--- src/verilog/fault_seq_pkg.sv ---
// Package with the constants shared by the fault reaction sequencer.
package fault_seq_pkg;
   // ****************************************************************
   // Register map (APB byte addresses).
   // ****************************************************************
   localparam logic [11:0] CTRL_OFS = 12'h000;
   localparam logic [11:0] STAT_OFS = 12'h004;
   localparam logic [11:0] SPD_OFS = 12'h008;
   localparam logic [11:0] RAMP_OFS = 12'h00C;
   localparam logic [11:0] BRAKE_OFS = 12'h010;
   localparam logic [11:0] LAMP_OFS = 12'h014;
   // Control register field positions.
   localparam int CTRL_ENABLE_BIT = 0;
   localparam int CTRL_COAST_DIS_BIT = 1;
   localparam int CTRL_COAST_FLT_BIT = 2;
   localparam int CTRL_BRAKE_COAST_BIT = 3;
   localparam int CTRL_ACK_BIT = 4;
   localparam int CTRL_BOOT_DONE_BIT = 5;
   // ****************************************************************
   // Reset values and timing.
   // ****************************************************************
   localparam logic [15:0] NMIN_RESET = 16'h000A;
   localparam int CLK_MHZ = 100;
   localparam int STOP_LIMIT_MS = 400;
   localparam int BRAKE_DELAY_MS = 500;
   localparam int STOP_LIMIT_CYC = STOP_LIMIT_MS * 1000 * CLK_MHZ;
   localparam int BRAKE_DELAY_CYC = BRAKE_DELAY_MS * 1000 * CLK_MHZ;
   // Drive and axis state codes.
   localparam logic [7:0] DRIVE_RUN = 8'h04;
   localparam logic [7:0] DRIVE_HALT = 8'h02;
   localparam logic [2:0] AXIS_OFF = 3'h0;
   localparam logic [2:0] AXIS_ON = 3'h4;
   localparam logic [9:0] DIAG_RAMP_EXCEEDED = 10'h08C;
   // Sequencer states, Gray coded in declaration order.
   typedef enum logic [2:0] {
      ST_RUN = 3'h0,
      ST_RAMP = 3'h1,
      ST_BRAKE = 3'h3,
      ST_COAST = 3'h2,
      ST_HALT = 3'h6,
      ST_STOP = 3'h7
   } seq_state_t;
endpackage : fault_seq_pkg

--- src/verilog/drive_fault_reaction_sequencer.sv ---
// Fault reaction sequencer for one servo axis with an APB register slave.
//
// Chosen here: the register offsets and register access over APB.
`timescale 1ns/1ps
`default_nettype none
// Function
// RL1: Reaction A drops torque, brake, ready together.
// RL2: A: after brake delay and standstill, code 02.
// RL3: Leave code 02 only after acknowledge.
// RL4: Brake coast delays brake until standstill.
// RL5: Coast on disable or on B fault.
// RL6: B: max-current ramp, ready open, timer.
// RL7: B standstill: brake, then torque off later.
// RL8: Ramp timeout: brake relay open, diag 140.
// RL9: Timeout diagnostic leaves sequence unchanged.
// RL10: After timeout, torque off after brake delay.
// RL11: Faulted enable loss forces axis state 0.
// RL12: Ready and watchdog open on A, B, failure.
// RL13: C: controlled stop, hold, reject motion.
// RL14: Resume motion after cause gone and acknowledge.
// RL15: External wiring locks power stage on drop.
// RL16: Ring lamp off on good telegrams.
// RL17: Lamp brighter further from optimum light.
// RL18: Ring master sends telegrams after boot.
// RL19: Ring lamp undefined during boot.
// RL20: Fault lamp lit from boot start to done.
// RL21: B brake at nmin or stop limit first.
// RL22: Timers are down-counters, one-cycle expiry.
module drive_fault_reaction_sequencer #(
   parameter int STOP_CYC = fault_seq_pkg::STOP_LIMIT_CYC,
   parameter int BRAKE_CYC = fault_seq_pkg::BRAKE_DELAY_CYC
) (
   // Clock and reset.
   input wire logic pclk,
   input wire logic presetn,
   // APB slave.
   input wire logic psel,
   input wire logic penable,
   input wire logic pwrite,
   input wire logic [11:0] paddr,
   input wire logic [31:0] pwdata,
   output logic [31:0] prdata,
   output logic pready,
   output logic pslverr,
   // Fault requests and sensing, synchronous to pclk.
   input wire logic fault_a,
   input wire logic fault_b,
   input wire logic fault_c,
   input wire logic component_fail,
   input wire logic [15:0] actual_speed,
   input wire logic motion_cmd,
   // Ring receiver status, asynchronous.
   input wire logic ring_telegram_ok,
   input wire logic [7:0] ring_light_level,
   // Drive outputs.
   output logic torque_enable,
   output logic max_current_ramp,
   output logic brake_release,
   output logic ready_contact_out,
   output logic watchdog_contact_out,
   output logic controlled_stop_request,
   output logic motion_accept,
   output logic [7:0] drive_state_code,
   output logic [2:0] axis_state_code,
   output logic [9:0] diag_code,
   output logic diag_pulse,
   // Lamps.
   output logic fault_lamp,
   output logic [7:0] ring_lamp_level
);
   // ****************************************************************
   // State record.
   // ****************************************************************
   typedef struct packed {
      fault_seq_pkg::seq_state_t st;
      logic [5:0] ctrl;        // Software control bits.
      logic [15:0] nmin;       // Standstill threshold.
      logic [31:0] ramp_load;  // Ramp-down limit in cycles.
      logic [31:0] brake_load; // Brake engage delay in cycles.
      logic [31:0] ramp_cnt;   // Ramp-down down-counter.
      logic [31:0] brake_cnt;  // Brake delay down-counter.
      logic ramp_run;
      logic brake_run;
      logic brake_started;     // Brake delay already launched.
      logic diag_pend;         // Diagnostic awaiting acknowledge.
      logic [9:0] diag;
      logic diag_p;
      logic [31:0] rdata;
      logic [2:0] ok_sync;     // Telegram-ok synchroniser.
      logic ok_q;
      logic [7:0] lamp;
   } state_t;

   state_t cur_ff;
   state_t nxt_ff;

   // Twice the distance of the light level from the optimum, saturating.
   function automatic logic [7:0] light_dist(input logic [7:0] lvl);
      logic [7:0] d;
      begin
         d = lvl[7] ? lvl - 8'h80 : 8'h80 - lvl;
         light_dist = d[7] ? 8'hFF : {d[6:0], 1'b0};
      end
   endfunction : light_dist

   // Down-counter step; expiry is flagged for exactly one cycle.
   function automatic logic [31:0] count_down(input logic [31:0] c);
      begin
         count_down = (c == 32'h0000_0000) ? c : c - 32'h0000_0001;
      end
   endfunction : count_down

   logic apb_wr;
   logic apb_rd;
   logic standstill;
   logic ramp_exp;
   logic brake_exp;
   logic enable;
   logic ack;
   logic severe;

   assign apb_wr = psel && penable && pwrite;
   assign apb_rd = psel && !penable && !pwrite;
   assign standstill = actual_speed < cur_ff.nmin;
   // Expiry pulses come from the counters reaching one while running.
   assign ramp_exp = cur_ff.ramp_run && (cur_ff.ramp_cnt == 32'h0000_0001); // RL22
   assign brake_exp = cur_ff.brake_run && (cur_ff.brake_cnt == 32'h0000_0001); // RL22
   assign enable = cur_ff.ctrl[fault_seq_pkg::CTRL_ENABLE_BIT];
   assign ack = cur_ff.ctrl[fault_seq_pkg::CTRL_ACK_BIT];
   assign severe = fault_a || fault_b || component_fail;

   // ****************************************************************
   // Next-state logic.
   // ****************************************************************
   // One process computes the whole next record.
   always_comb begin
      nxt_ff = cur_ff;
      nxt_ff.diag_p = 1'b0;
      // Acknowledge is a self-clearing strobe bit.
      nxt_ff.ctrl[fault_seq_pkg::CTRL_ACK_BIT] = 1'b0;
      // Timers count down every cycle while armed.
      if (cur_ff.ramp_run) begin
         nxt_ff.ramp_cnt = count_down(cur_ff.ramp_cnt); // RL22
         nxt_ff.ramp_run = cur_ff.ramp_cnt > 32'h0000_0001;
      end
      if (cur_ff.brake_run) begin
         nxt_ff.brake_cnt = count_down(cur_ff.brake_cnt); // RL22
         nxt_ff.brake_run = cur_ff.brake_cnt > 32'h0000_0001;
      end
      unique case (cur_ff.st)
         fault_seq_pkg::ST_RUN: begin
            nxt_ff.brake_started = 1'b0;
            if (fault_a) begin
               // Outputs drop torque, brake and ready now.
               nxt_ff.st = fault_seq_pkg::ST_BRAKE; // RL1
               if (!cur_ff.ctrl[fault_seq_pkg::CTRL_BRAKE_COAST_BIT]) begin
                  nxt_ff.brake_cnt = cur_ff.brake_load;
                  nxt_ff.brake_run = 1'b1;
                  nxt_ff.brake_started = 1'b1;
               end
            end else if (fault_b && cur_ff.ctrl[fault_seq_pkg::CTRL_COAST_FLT_BIT]) begin
               nxt_ff.st = fault_seq_pkg::ST_BRAKE; // RL5
            end else if (fault_b) begin
               nxt_ff.st = fault_seq_pkg::ST_RAMP; // RL6
               nxt_ff.ramp_cnt = cur_ff.ramp_load;
               nxt_ff.ramp_run = 1'b1;
            end else if (!enable && cur_ff.ctrl[fault_seq_pkg::CTRL_COAST_DIS_BIT]) begin
               nxt_ff.st = fault_seq_pkg::ST_BRAKE; // RL5
            end else if (fault_c) begin
               nxt_ff.st = fault_seq_pkg::ST_STOP; // RL13
               nxt_ff.diag_pend = 1'b1;
            end
            if (severe) begin
               nxt_ff.diag_pend = 1'b1;
            end
         end
         fault_seq_pkg::ST_RAMP: begin
            // Brake at standstill or at the limit, whichever is first.
            if (standstill) begin
               nxt_ff.st = fault_seq_pkg::ST_COAST; // RL7
               nxt_ff.ramp_run = 1'b0;
               nxt_ff.brake_cnt = cur_ff.brake_load;
               nxt_ff.brake_run = 1'b1;
            end else if (ramp_exp) begin
               // Diagnostic only; the sequence carries on unchanged.
               nxt_ff.st = fault_seq_pkg::ST_COAST; // RL8 RL21
               nxt_ff.diag = fault_seq_pkg::DIAG_RAMP_EXCEEDED; // RL9
               nxt_ff.diag_p = 1'b1;
               nxt_ff.brake_cnt = cur_ff.brake_load;
               nxt_ff.brake_run = 1'b1;
            end
         end
         fault_seq_pkg::ST_COAST: begin
            // Torque is removed when the brake delay expires; coasting is silent.
            if (brake_exp) begin
               nxt_ff.st = fault_seq_pkg::ST_HALT; // RL7 RL10
            end
         end
         fault_seq_pkg::ST_BRAKE: begin
            // Coast options start the brake delay only at standstill.
            if (!cur_ff.brake_started && standstill) begin
               nxt_ff.brake_cnt = cur_ff.brake_load; // RL4
               nxt_ff.brake_run = 1'b1;
               nxt_ff.brake_started = 1'b1;
            end
            if (cur_ff.brake_started && !cur_ff.brake_run && standstill) begin
               nxt_ff.st = fault_seq_pkg::ST_HALT; // RL2 RL4
            end
         end
         fault_seq_pkg::ST_HALT: begin
            if (ack && !severe) begin
               nxt_ff.st = fault_seq_pkg::ST_RUN; // RL3
               nxt_ff.diag_pend = 1'b0;
            end
         end
         fault_seq_pkg::ST_STOP: begin
            if (fault_a || fault_b) begin
               nxt_ff.st = fault_seq_pkg::ST_BRAKE;
               nxt_ff.brake_cnt = cur_ff.brake_load;
               nxt_ff.brake_run = 1'b1;
               nxt_ff.brake_started = 1'b1;
            end else if (ack && !fault_c) begin
               nxt_ff.st = fault_seq_pkg::ST_RUN; // RL14
               nxt_ff.diag_pend = 1'b0;
            end
         end
         default: begin
            nxt_ff.st = fault_seq_pkg::ST_RUN;
         end
      endcase
      // Register writes take effect in the access phase.
      if (apb_wr) begin
         unique case (paddr)
            fault_seq_pkg::CTRL_OFS: nxt_ff.ctrl = pwdata[5:0];
            fault_seq_pkg::SPD_OFS: nxt_ff.nmin = pwdata[15:0];
            fault_seq_pkg::RAMP_OFS: nxt_ff.ramp_load = pwdata;
            fault_seq_pkg::BRAKE_OFS: nxt_ff.brake_load = pwdata;
            default: ;
         endcase
      end
      // Read data is captured in setup so the access phase needs no wait.
      if (apb_rd) begin
         unique case (paddr)
            fault_seq_pkg::CTRL_OFS: nxt_ff.rdata = {26'h0, cur_ff.ctrl};
            fault_seq_pkg::STAT_OFS: nxt_ff.rdata = {9'h0, cur_ff.diag_pend, cur_ff.diag,
               drive_state_code, 1'b0, axis_state_code};
            fault_seq_pkg::SPD_OFS: nxt_ff.rdata = {16'h0, cur_ff.nmin};
            fault_seq_pkg::RAMP_OFS: nxt_ff.rdata = cur_ff.ramp_load;
            fault_seq_pkg::BRAKE_OFS: nxt_ff.rdata = cur_ff.brake_load;
            fault_seq_pkg::LAMP_OFS: nxt_ff.rdata = {24'h0, cur_ff.lamp};
            default: nxt_ff.rdata = 32'h0000_0000;
         endcase
      end
      // Three-stage synchroniser; only the agreeing later stages are used.
      nxt_ff.ok_sync = {cur_ff.ok_sync[1:0], ring_telegram_ok};
      if (cur_ff.ok_sync[1] == cur_ff.ok_sync[2]) begin
         nxt_ff.ok_q = cur_ff.ok_sync[2];
      end
      // Lamp level is only meaningful once boot has finished.
      if (cur_ff.ok_q) begin
         nxt_ff.lamp = 8'h00; // RL16
      end else begin
         nxt_ff.lamp = light_dist(ring_light_level) | 8'h01; // RL17 RL19
      end
   end

   // ****************************************************************
   // State register.
   // ****************************************************************
   // The whole record resets to constants only.
   always_ff @(posedge pclk or negedge presetn) begin
      if (!presetn) begin
         cur_ff <= '0;
         cur_ff.nmin <= fault_seq_pkg::NMIN_RESET;
         cur_ff.ramp_load <= 32'(STOP_CYC);
         cur_ff.brake_load <= 32'(BRAKE_CYC);
         cur_ff.lamp <= 8'hFF;
      end else begin
         cur_ff <= nxt_ff;
      end
   end

   // ****************************************************************
   // Outputs.
   // ****************************************************************
   logic in_run;
   assign in_run = (cur_ff.st == fault_seq_pkg::ST_RUN) && !fault_a && !fault_b;
   assign torque_enable = (in_run && enable) || cur_ff.st == fault_seq_pkg::ST_RAMP ||
      cur_ff.st == fault_seq_pkg::ST_STOP || (cur_ff.st == fault_seq_pkg::ST_COAST); // RL1
   assign max_current_ramp = cur_ff.st == fault_seq_pkg::ST_RAMP; // RL6
   assign brake_release = (in_run && enable) || cur_ff.st == fault_seq_pkg::ST_RAMP ||
      cur_ff.st == fault_seq_pkg::ST_STOP ||
      (cur_ff.st == fault_seq_pkg::ST_BRAKE && !cur_ff.brake_started); // RL1 RL4 RL7
   assign ready_contact_out = !severe && (cur_ff.st == fault_seq_pkg::ST_RUN ||
      cur_ff.st == fault_seq_pkg::ST_STOP); // RL1 RL12
   assign watchdog_contact_out = !severe && (cur_ff.st == fault_seq_pkg::ST_RUN ||
      cur_ff.st == fault_seq_pkg::ST_STOP); // RL12 RL15
   assign controlled_stop_request = cur_ff.st == fault_seq_pkg::ST_STOP; // RL13
   assign motion_accept = in_run && enable && !fault_c && motion_cmd; // RL13 RL14
   assign drive_state_code = (cur_ff.st == fault_seq_pkg::ST_HALT) ?
      fault_seq_pkg::DRIVE_HALT : fault_seq_pkg::DRIVE_RUN; // RL2
   assign axis_state_code = !fault_a && !fault_b && ((in_run && enable) ||
      cur_ff.st == fault_seq_pkg::ST_STOP) ? fault_seq_pkg::AXIS_ON : fault_seq_pkg::AXIS_OFF; // RL11
   assign diag_code = cur_ff.diag;
   assign diag_pulse = cur_ff.diag_p;
   assign fault_lamp = !cur_ff.ctrl[fault_seq_pkg::CTRL_BOOT_DONE_BIT] || cur_ff.diag_pend; // RL20
   assign ring_lamp_level = cur_ff.lamp;
   assign prdata = cur_ff.rdata;
   assign pready = 1'b1;
   assign pslverr = 1'b0;
endmodule : drive_fault_reaction_sequencer
`default_nettype wire

--- config.mk ---
export PLATFORM = sky130hd
export DESIGN_NAME = drive_fault_reaction_sequencer
export DESIGN_NICKNAME = d
export VERILOG_FILES = /design/src/verilog/fault_seq_pkg.sv /design/src/verilog/drive_fault_reaction_sequencer.sv
export SDC_FILE = /design/constraint.sdc
export NUM_CORES = 1
export LEC_CHECK = 0
export CAP_MARGIN = 20
export CORE_MARGIN = 2
export CORE_UTILIZATION = 66
export CTS_BUF_LIST = sky130_fd_sc_hd__clkbuf_8
export CTS_CLUSTER_DIAMETER = 50
export DETAILED_ROUTE_END_ITERATION = 8
export DONT_BUFFER_PORTS = 1
export GPL_TIMING_DRIVEN = 0
export PLACE_DENSITY = 0.82
export SLEW_MARGIN = 15
export SYNTH_ARGS = -nofsm -noshare
export SYNTH_HDL_FRONTEND = slang
export SYNTH_SLANG_ARGS = --single-unit
export TNS_END_PERCENT = 20
--- constraint.sdc ---
create_clock -name pclk -period 3.4 [get_ports pclk]
set_input_delay 0.51 -clock pclk [delete_from_list [all_inputs] [get_ports pclk]]
set_output_delay 0.51 -clock pclk [all_outputs]
set_load 0.02 [all_outputs]
Word-level counts from Yosys, hierarchy flattened

Cells that the tools add are included.

Add/sub/neg operators: 4
$mul: 0
Div/mod/pow operators: 0
Order comparisons: 3
Equal/unequal tests: 28
Shift-type cells: 0
Muxes and demuxes: 67
Bitwise logic cells: 1
Reduce and logical (&&, ||, !) cells: 55

Operators by type and width:

| operator                                                                          | count |
|---|---|
| 32-bit 2-to-1 mux                                                                 | 16 |
| 32-bit one-hot mux with 6 select lines                                            | 1 |
| 32-bit one-hot mux with 4 select lines                                            | 1 |
| 85-bit 2-to-1 mux                                                                 | 1 |
| 32-bit by 1-bit == test with 1-bit output (second input constant)                 | 2 |
| 32-bit by 1-bit greater-than comparator with 1-bit output (second input constant) | 2 |
| 32-bit logical NOT                                                                | 2 |
| 32-bit by 1-bit subtractor with 32-bit output (second input constant)             | 2 |
| 3-bit 2-to-1 mux                                                                  | 14 |
| 12-bit by 4-bit == test with 1-bit output (second input constant)                 | 2 |
| 12-bit by 5-bit == test with 1-bit output (second input constant)                 | 2 |
| 8-bit 2-to-1 mux                                                                  | 3 |
| 1-bit logical AND                                                                 | 22 |
| 1-bit 2-to-1 mux                                                                  | 20 |
| 3-bit one-hot mux with 6 select lines                                             | 1 |
| 16-bit < comparator                                                               | 1 |
| 16-bit 2-to-1 mux                                                                 | 1 |
| 3-bit inequality test (second input constant)                                     | 5 |
| 12-bit by 3-bit == test with 1-bit output (second input constant)                 | 1 |
| 12-bit logical NOT                                                                | 1 |
| 1-bit logical NOT                                                                 | 10 |
| 2-bit inequality test (second input constant)                                     | 5 |
| 1-bit logical OR                                                                  | 9 |
| 9-bit AND reduction                                                               | 1 |
| other kinds (20)                                                                  | 33 |

Bits in registers: 203
Latch bits: 0
Bits in writable memories: 0
Bits in read-only memories: 0
Bits of input ports: 79
Word-level logic and storage cells: 176
Memories: 0

Depth between registers and ports, before layout

Depth in word-level cells: 8
Gate-level depth with buffers: 9
Depth with buffers taken out: 8

Least setup slack after synthesis

OpenSTA, ideal clock, no wires.

Path kind: reg-to-reg
Start: register cur_ff[64] in the netlist's numbering
End: register cur_ff[75] in the netlist's numbering
Data arrival time: 2697 ps
Required time: 3275 ps
Setup slack: 578 ps
Cell stages (with the launch flop): 9
Buffers on the path: 2
Period minus slack after synthesis: 2822 ps
Cell sequence: dfrtp_1 -> or4_4 -> or4_1 -> buf_2 -> or4_1 -> buf_2 -> and4b_1 -> xor2_1 -> mux2_2

RTL lines:

| item                   | RTL line                              | RTL |
|---|---|---|
| from (decl)            | drive_fault_reaction_sequencer.sv:94  | `state_t cur_ff;` |
| from (signal assigned) | drive_fault_reaction_sequencer.sv:279 | `cur_ff <= nxt_ff;` |

==> results.tsv <==
stage	metric	value	unit
sta	worst_slew_pin_slew	1.17	ns
final_layout	finalNetCount	1199	
cts	cts_sinks	203	
power_and_ir_drop	peakVddDrop	0.000388	V
cts	cts-root-buf	clkbuf_8	
place	placed_area	11100	um2
detailed_routing	ant_nets	0	
sta	fin_ws	0.0988	ns
final_layout	fin_area	11900	um2
sta	fin_skew	0.0202	ns
flow_run	drv_cap	0	
sta	hold_ws	-0.323	ns
detailed_routing	initialDrtViolationCount	1028	
floorplanning	io_pins	151	
logic_synthesis	synthDistinctLibCells	67	
floorplanning	die_height	132	um
sta	hold_viol_final	183	
final_layout	diodes	0	
floorplanning	fp-row-count	46	
power_and_ir_drop	clkPwrFrac	0.313	
power_and_ir_drop	powerDensity	602	nW/um2
global_routing	antenna_found_initial	0	
setup_path	crit_fanout	10	
logic_synthesis	synth-seq-cells	203	
logic_synthesis	ys.flop_type	dfrtp_1	
power_and_ir_drop	p_sw_frac	0.332	
cts	holdBufCountCts	1	
logic_synthesis	ys_seq_area_frac	0.473	
final_layout	fin_util	0.747	
global_routing	grt_max_degree	204	
final_layout	fillers	1113	
global_routing	track_usage	0.316	
setup_path	end_kind	flip-flop	
sta	relSlewSlack	0.208	
cts	max-clock-path-buffers	3	
detailed_routing	post_drt_via_cell_ratio	6.34	
sta	fmax	303	MHz
min_path	min_path_type	in -> async	
floorplanning	initial_core_util	0.678	
global_routing	overflow	0	
detailed_routing	drc	0	
floorplanning	core_area	15900	um2
detailed_routing	finalWirelength	28000	um
detailed_routing	dr.pass1.iters	8	
place	post-place-ws	-0.290	ns
place	place.gp.congestion	0.918	
sta	finalMaxSlewViolations	0	
cts	clk_pin_slew	0.06	ns
logic_synthesis	syn-mean-instance-area	10.4	um2
run_status	violations	negative hold slack	
power_and_ir_drop	intPower	4.79	mW
setup_path	worstSetupStartpointType	flip-flop	
setup_path	cpMaxStageDelayCell	a32oi_2	
logic_synthesis	async_flop_share	1.00	
setup_path	cpPeakStageDelay	0.56	ns
logic_synthesis	synth_edf_count	0	
setup_path	worstPathCellList	or4_1, or3_1, clkbuf_1, nor2_1, nand2_1, a32oi_2, buf_2, mux2_2	
setup_path	rrSetupSlack	0.1	ns
global_routing	grt_pass1_vias	8057	
final_layout	areaGrowthSynthToFinish	10.1	%
cts	clock_latency	0.54	ns
power_and_ir_drop	p_leak	5.17	nW
setup_path	critPathRequiredTime	3.82	ns
logic_synthesis	syn-instance-count	1043	
setup_path	arrival	3.72	ns
power_and_ir_drop	switchingPower	2.38	mW
run_status	status	finished with violations	
logic_synthesis	yosysWarnings	0	
setup_path	crit_type	reg -> reg	
final_layout	drive_above_1_share	0.250	
sta	rsz0062_at_grt	false	
detailed_routing	via_count	8508	
sta	fin_crit	3.30	ns
cts	numCtsBuffers	36	
place	io_buffers	0	
sta	setup_violations	0	
floorplanning	design.die.area	17400	um2
power_and_ir_drop	combPwrFrac	0.243	
sta	fin_setup_tns	0	ns
place	dpl.hpwl	19800	um
sta	fin_crit_sh	0.971	
cts	htree_levels	2	
detailed_routing	wl_per_cell	20.9	um
logic_synthesis	synth.cell_area	10800	um2
floorplanning	die_w	132	um
cts	cts_tree	done	
power_and_ir_drop	p_seq_frac	0.443	
global_routing	grt_pass1_wl	43300	um
final timing paths:
check | from | end | cells after the start
worst max register to register | cur_ff[112] | cur_ff[66] | 8
worst max-delay path | cur_ff[112] | cur_ff[66] | 8
max in group asynchronous | presetn | ring_lamp_level[6] | 0
min in group pclk | ring_light_level[5] | ring_lamp_level[6] | 1
worst min register to register | cur_ff[9] | cur_ff[10] | 0
worst min-delay path | presetn | cur_ff[210] | 0
sequential cells by signal, summed over array words and instances (netlist names):
name	cells
ack	1
diag_code	1
cur_ff	160
ring_lamp_level	8
prdata	32
diag_pulse	1
placed cells by master (no fill, tap or decap), types with 37 or more instances in the layout:
master	instances
nor2_1	66
inv_1	46
clkbuf_8	45
xnor2_1	45
mux2_2	119
nand2_1	92
buf_4	61
a21oi_1	37
o21ai_0	54
dfrtp_1	173
area by class of cell:
| cell class | count | area, um2 | area share |
|---|---|---|---|
| inverter | 32 | 120 | 0.0101 |
| tap | 216 | 270 | 0.0227 |
| clock buffer | 45 | 619 | 0.0520 |
| timing repair buffer | 2 | 15.0 | 0.00126 |
| clock inverter | 20 | 111 | 0.00935 |
| multi-input combinational | 717 | 5010 | 0.421 |
| buffer | 106 | 642 | 0.0539 |
| sequential | 203 | 5120 | 0.430 |
worst max-delay path: cells and delay by family, from the launching register on:
kind,cells,cell delay [ns]
AO/OA/AOI/OAI,1,0.56
buffers and inverters,2,0.56
multiplexers,1,0.39
AND/OR/NAND/NOR,4,1.26
flip-flops,1,0.41
metal layers:
metal | track usage | share of wire | vias up
met5 | 0 | 0 | -
met4 | 0.118 | 0.033 | 0
met3 | 0.0777 | 0.092 | 83
met2 | 0.487 | 0.46 | 463
met1 | 0.438 | 0.41 | 4172
li1 | - | - | 3790
cells in the mapped netlist, types with 3 or more instances:
cell type  number  share of area
or2_2           4         0.0023
nand2_1        92          0.032
clkbuf_1       36          0.012
nor2_1         66          0.023
buf_2           6         0.0028
a21oi_1        38          0.018
o21ai_0        55          0.025
inv_1          32          0.011
o2bb2ai_1       6         0.0049
or4_1          11         0.0076
nand3_1        28          0.013
a211oi_1        4         0.0028
nand2b_1        5         0.0029
nor3_1         32          0.015
dfrtp_1       173           0.40
nor2b_1         3         0.0017
mux2_2        119           0.12
buf_4          61          0.042
o31ai_1         4         0.0028
a22oi_1        15          0.010
and2_1          3         0.0017
ha_1           22          0.025
nand4_1        19          0.011
a222oi_1        6         0.0056
nand4b_1        6         0.0049
xor2_1         12         0.0097
mux2i_1        10         0.0093
or3_1          15         0.0087
dfstp_2        30          0.073
xnor2_1        45          0.036
nor4_1         22          0.013
a31oi_1         5         0.0029
nand3b_1        4         0.0028
a221oi_1        9         0.0073
stage by stage:
stage | instances | total power, mW
after floorplan | 1058 | 4.50
after global placement | 1274 | 4.81
after detailed placement | 1274 | 4.88
after CTS | 1340 | 7.13
after global routing | 1341 | 7.51
final | 1341 | 7.17
power by group through the flow:
stage | sequential [mW] | clock [mW] | combinational (mW)
floorplan | 3.11 | 0 | 1.38
global placement | 3.18 | 0 | 1.63
detailed placement | 3.20 | 0 | 1.68
CTS | 3.16 | 2.26 | 1.71
global route | 3.22 | 2.38 | 1.91
finish | 3.18 | 2.25 | 1.74
repair_timing:
| item | 4_1_cts | 5_1_grt |
|---|---|---|
| gates resized for setup | 1 | 3 |
| hold endpoints to repair | 204 | 203 |
| setup buffers | 0 | 0 |
| endpoints found under the setup margin | 30 | 30 |
cell families after synthesis:
family | Yosys count | synth area share
xor gates and xnor gates | 57 | 0.0462
DFF | 203 | 0.473
adders and majority gates | 23 | 0.0264
other | 2 | 0.000695
muxes | 129 | 0.133
AOI/OAI and AO/OA | 167 | 0.0988
buffers and inverters | 138 | 0.0705
and+or+nand+nor | 324 | 0.151
(Power assumes the default switching activity.)
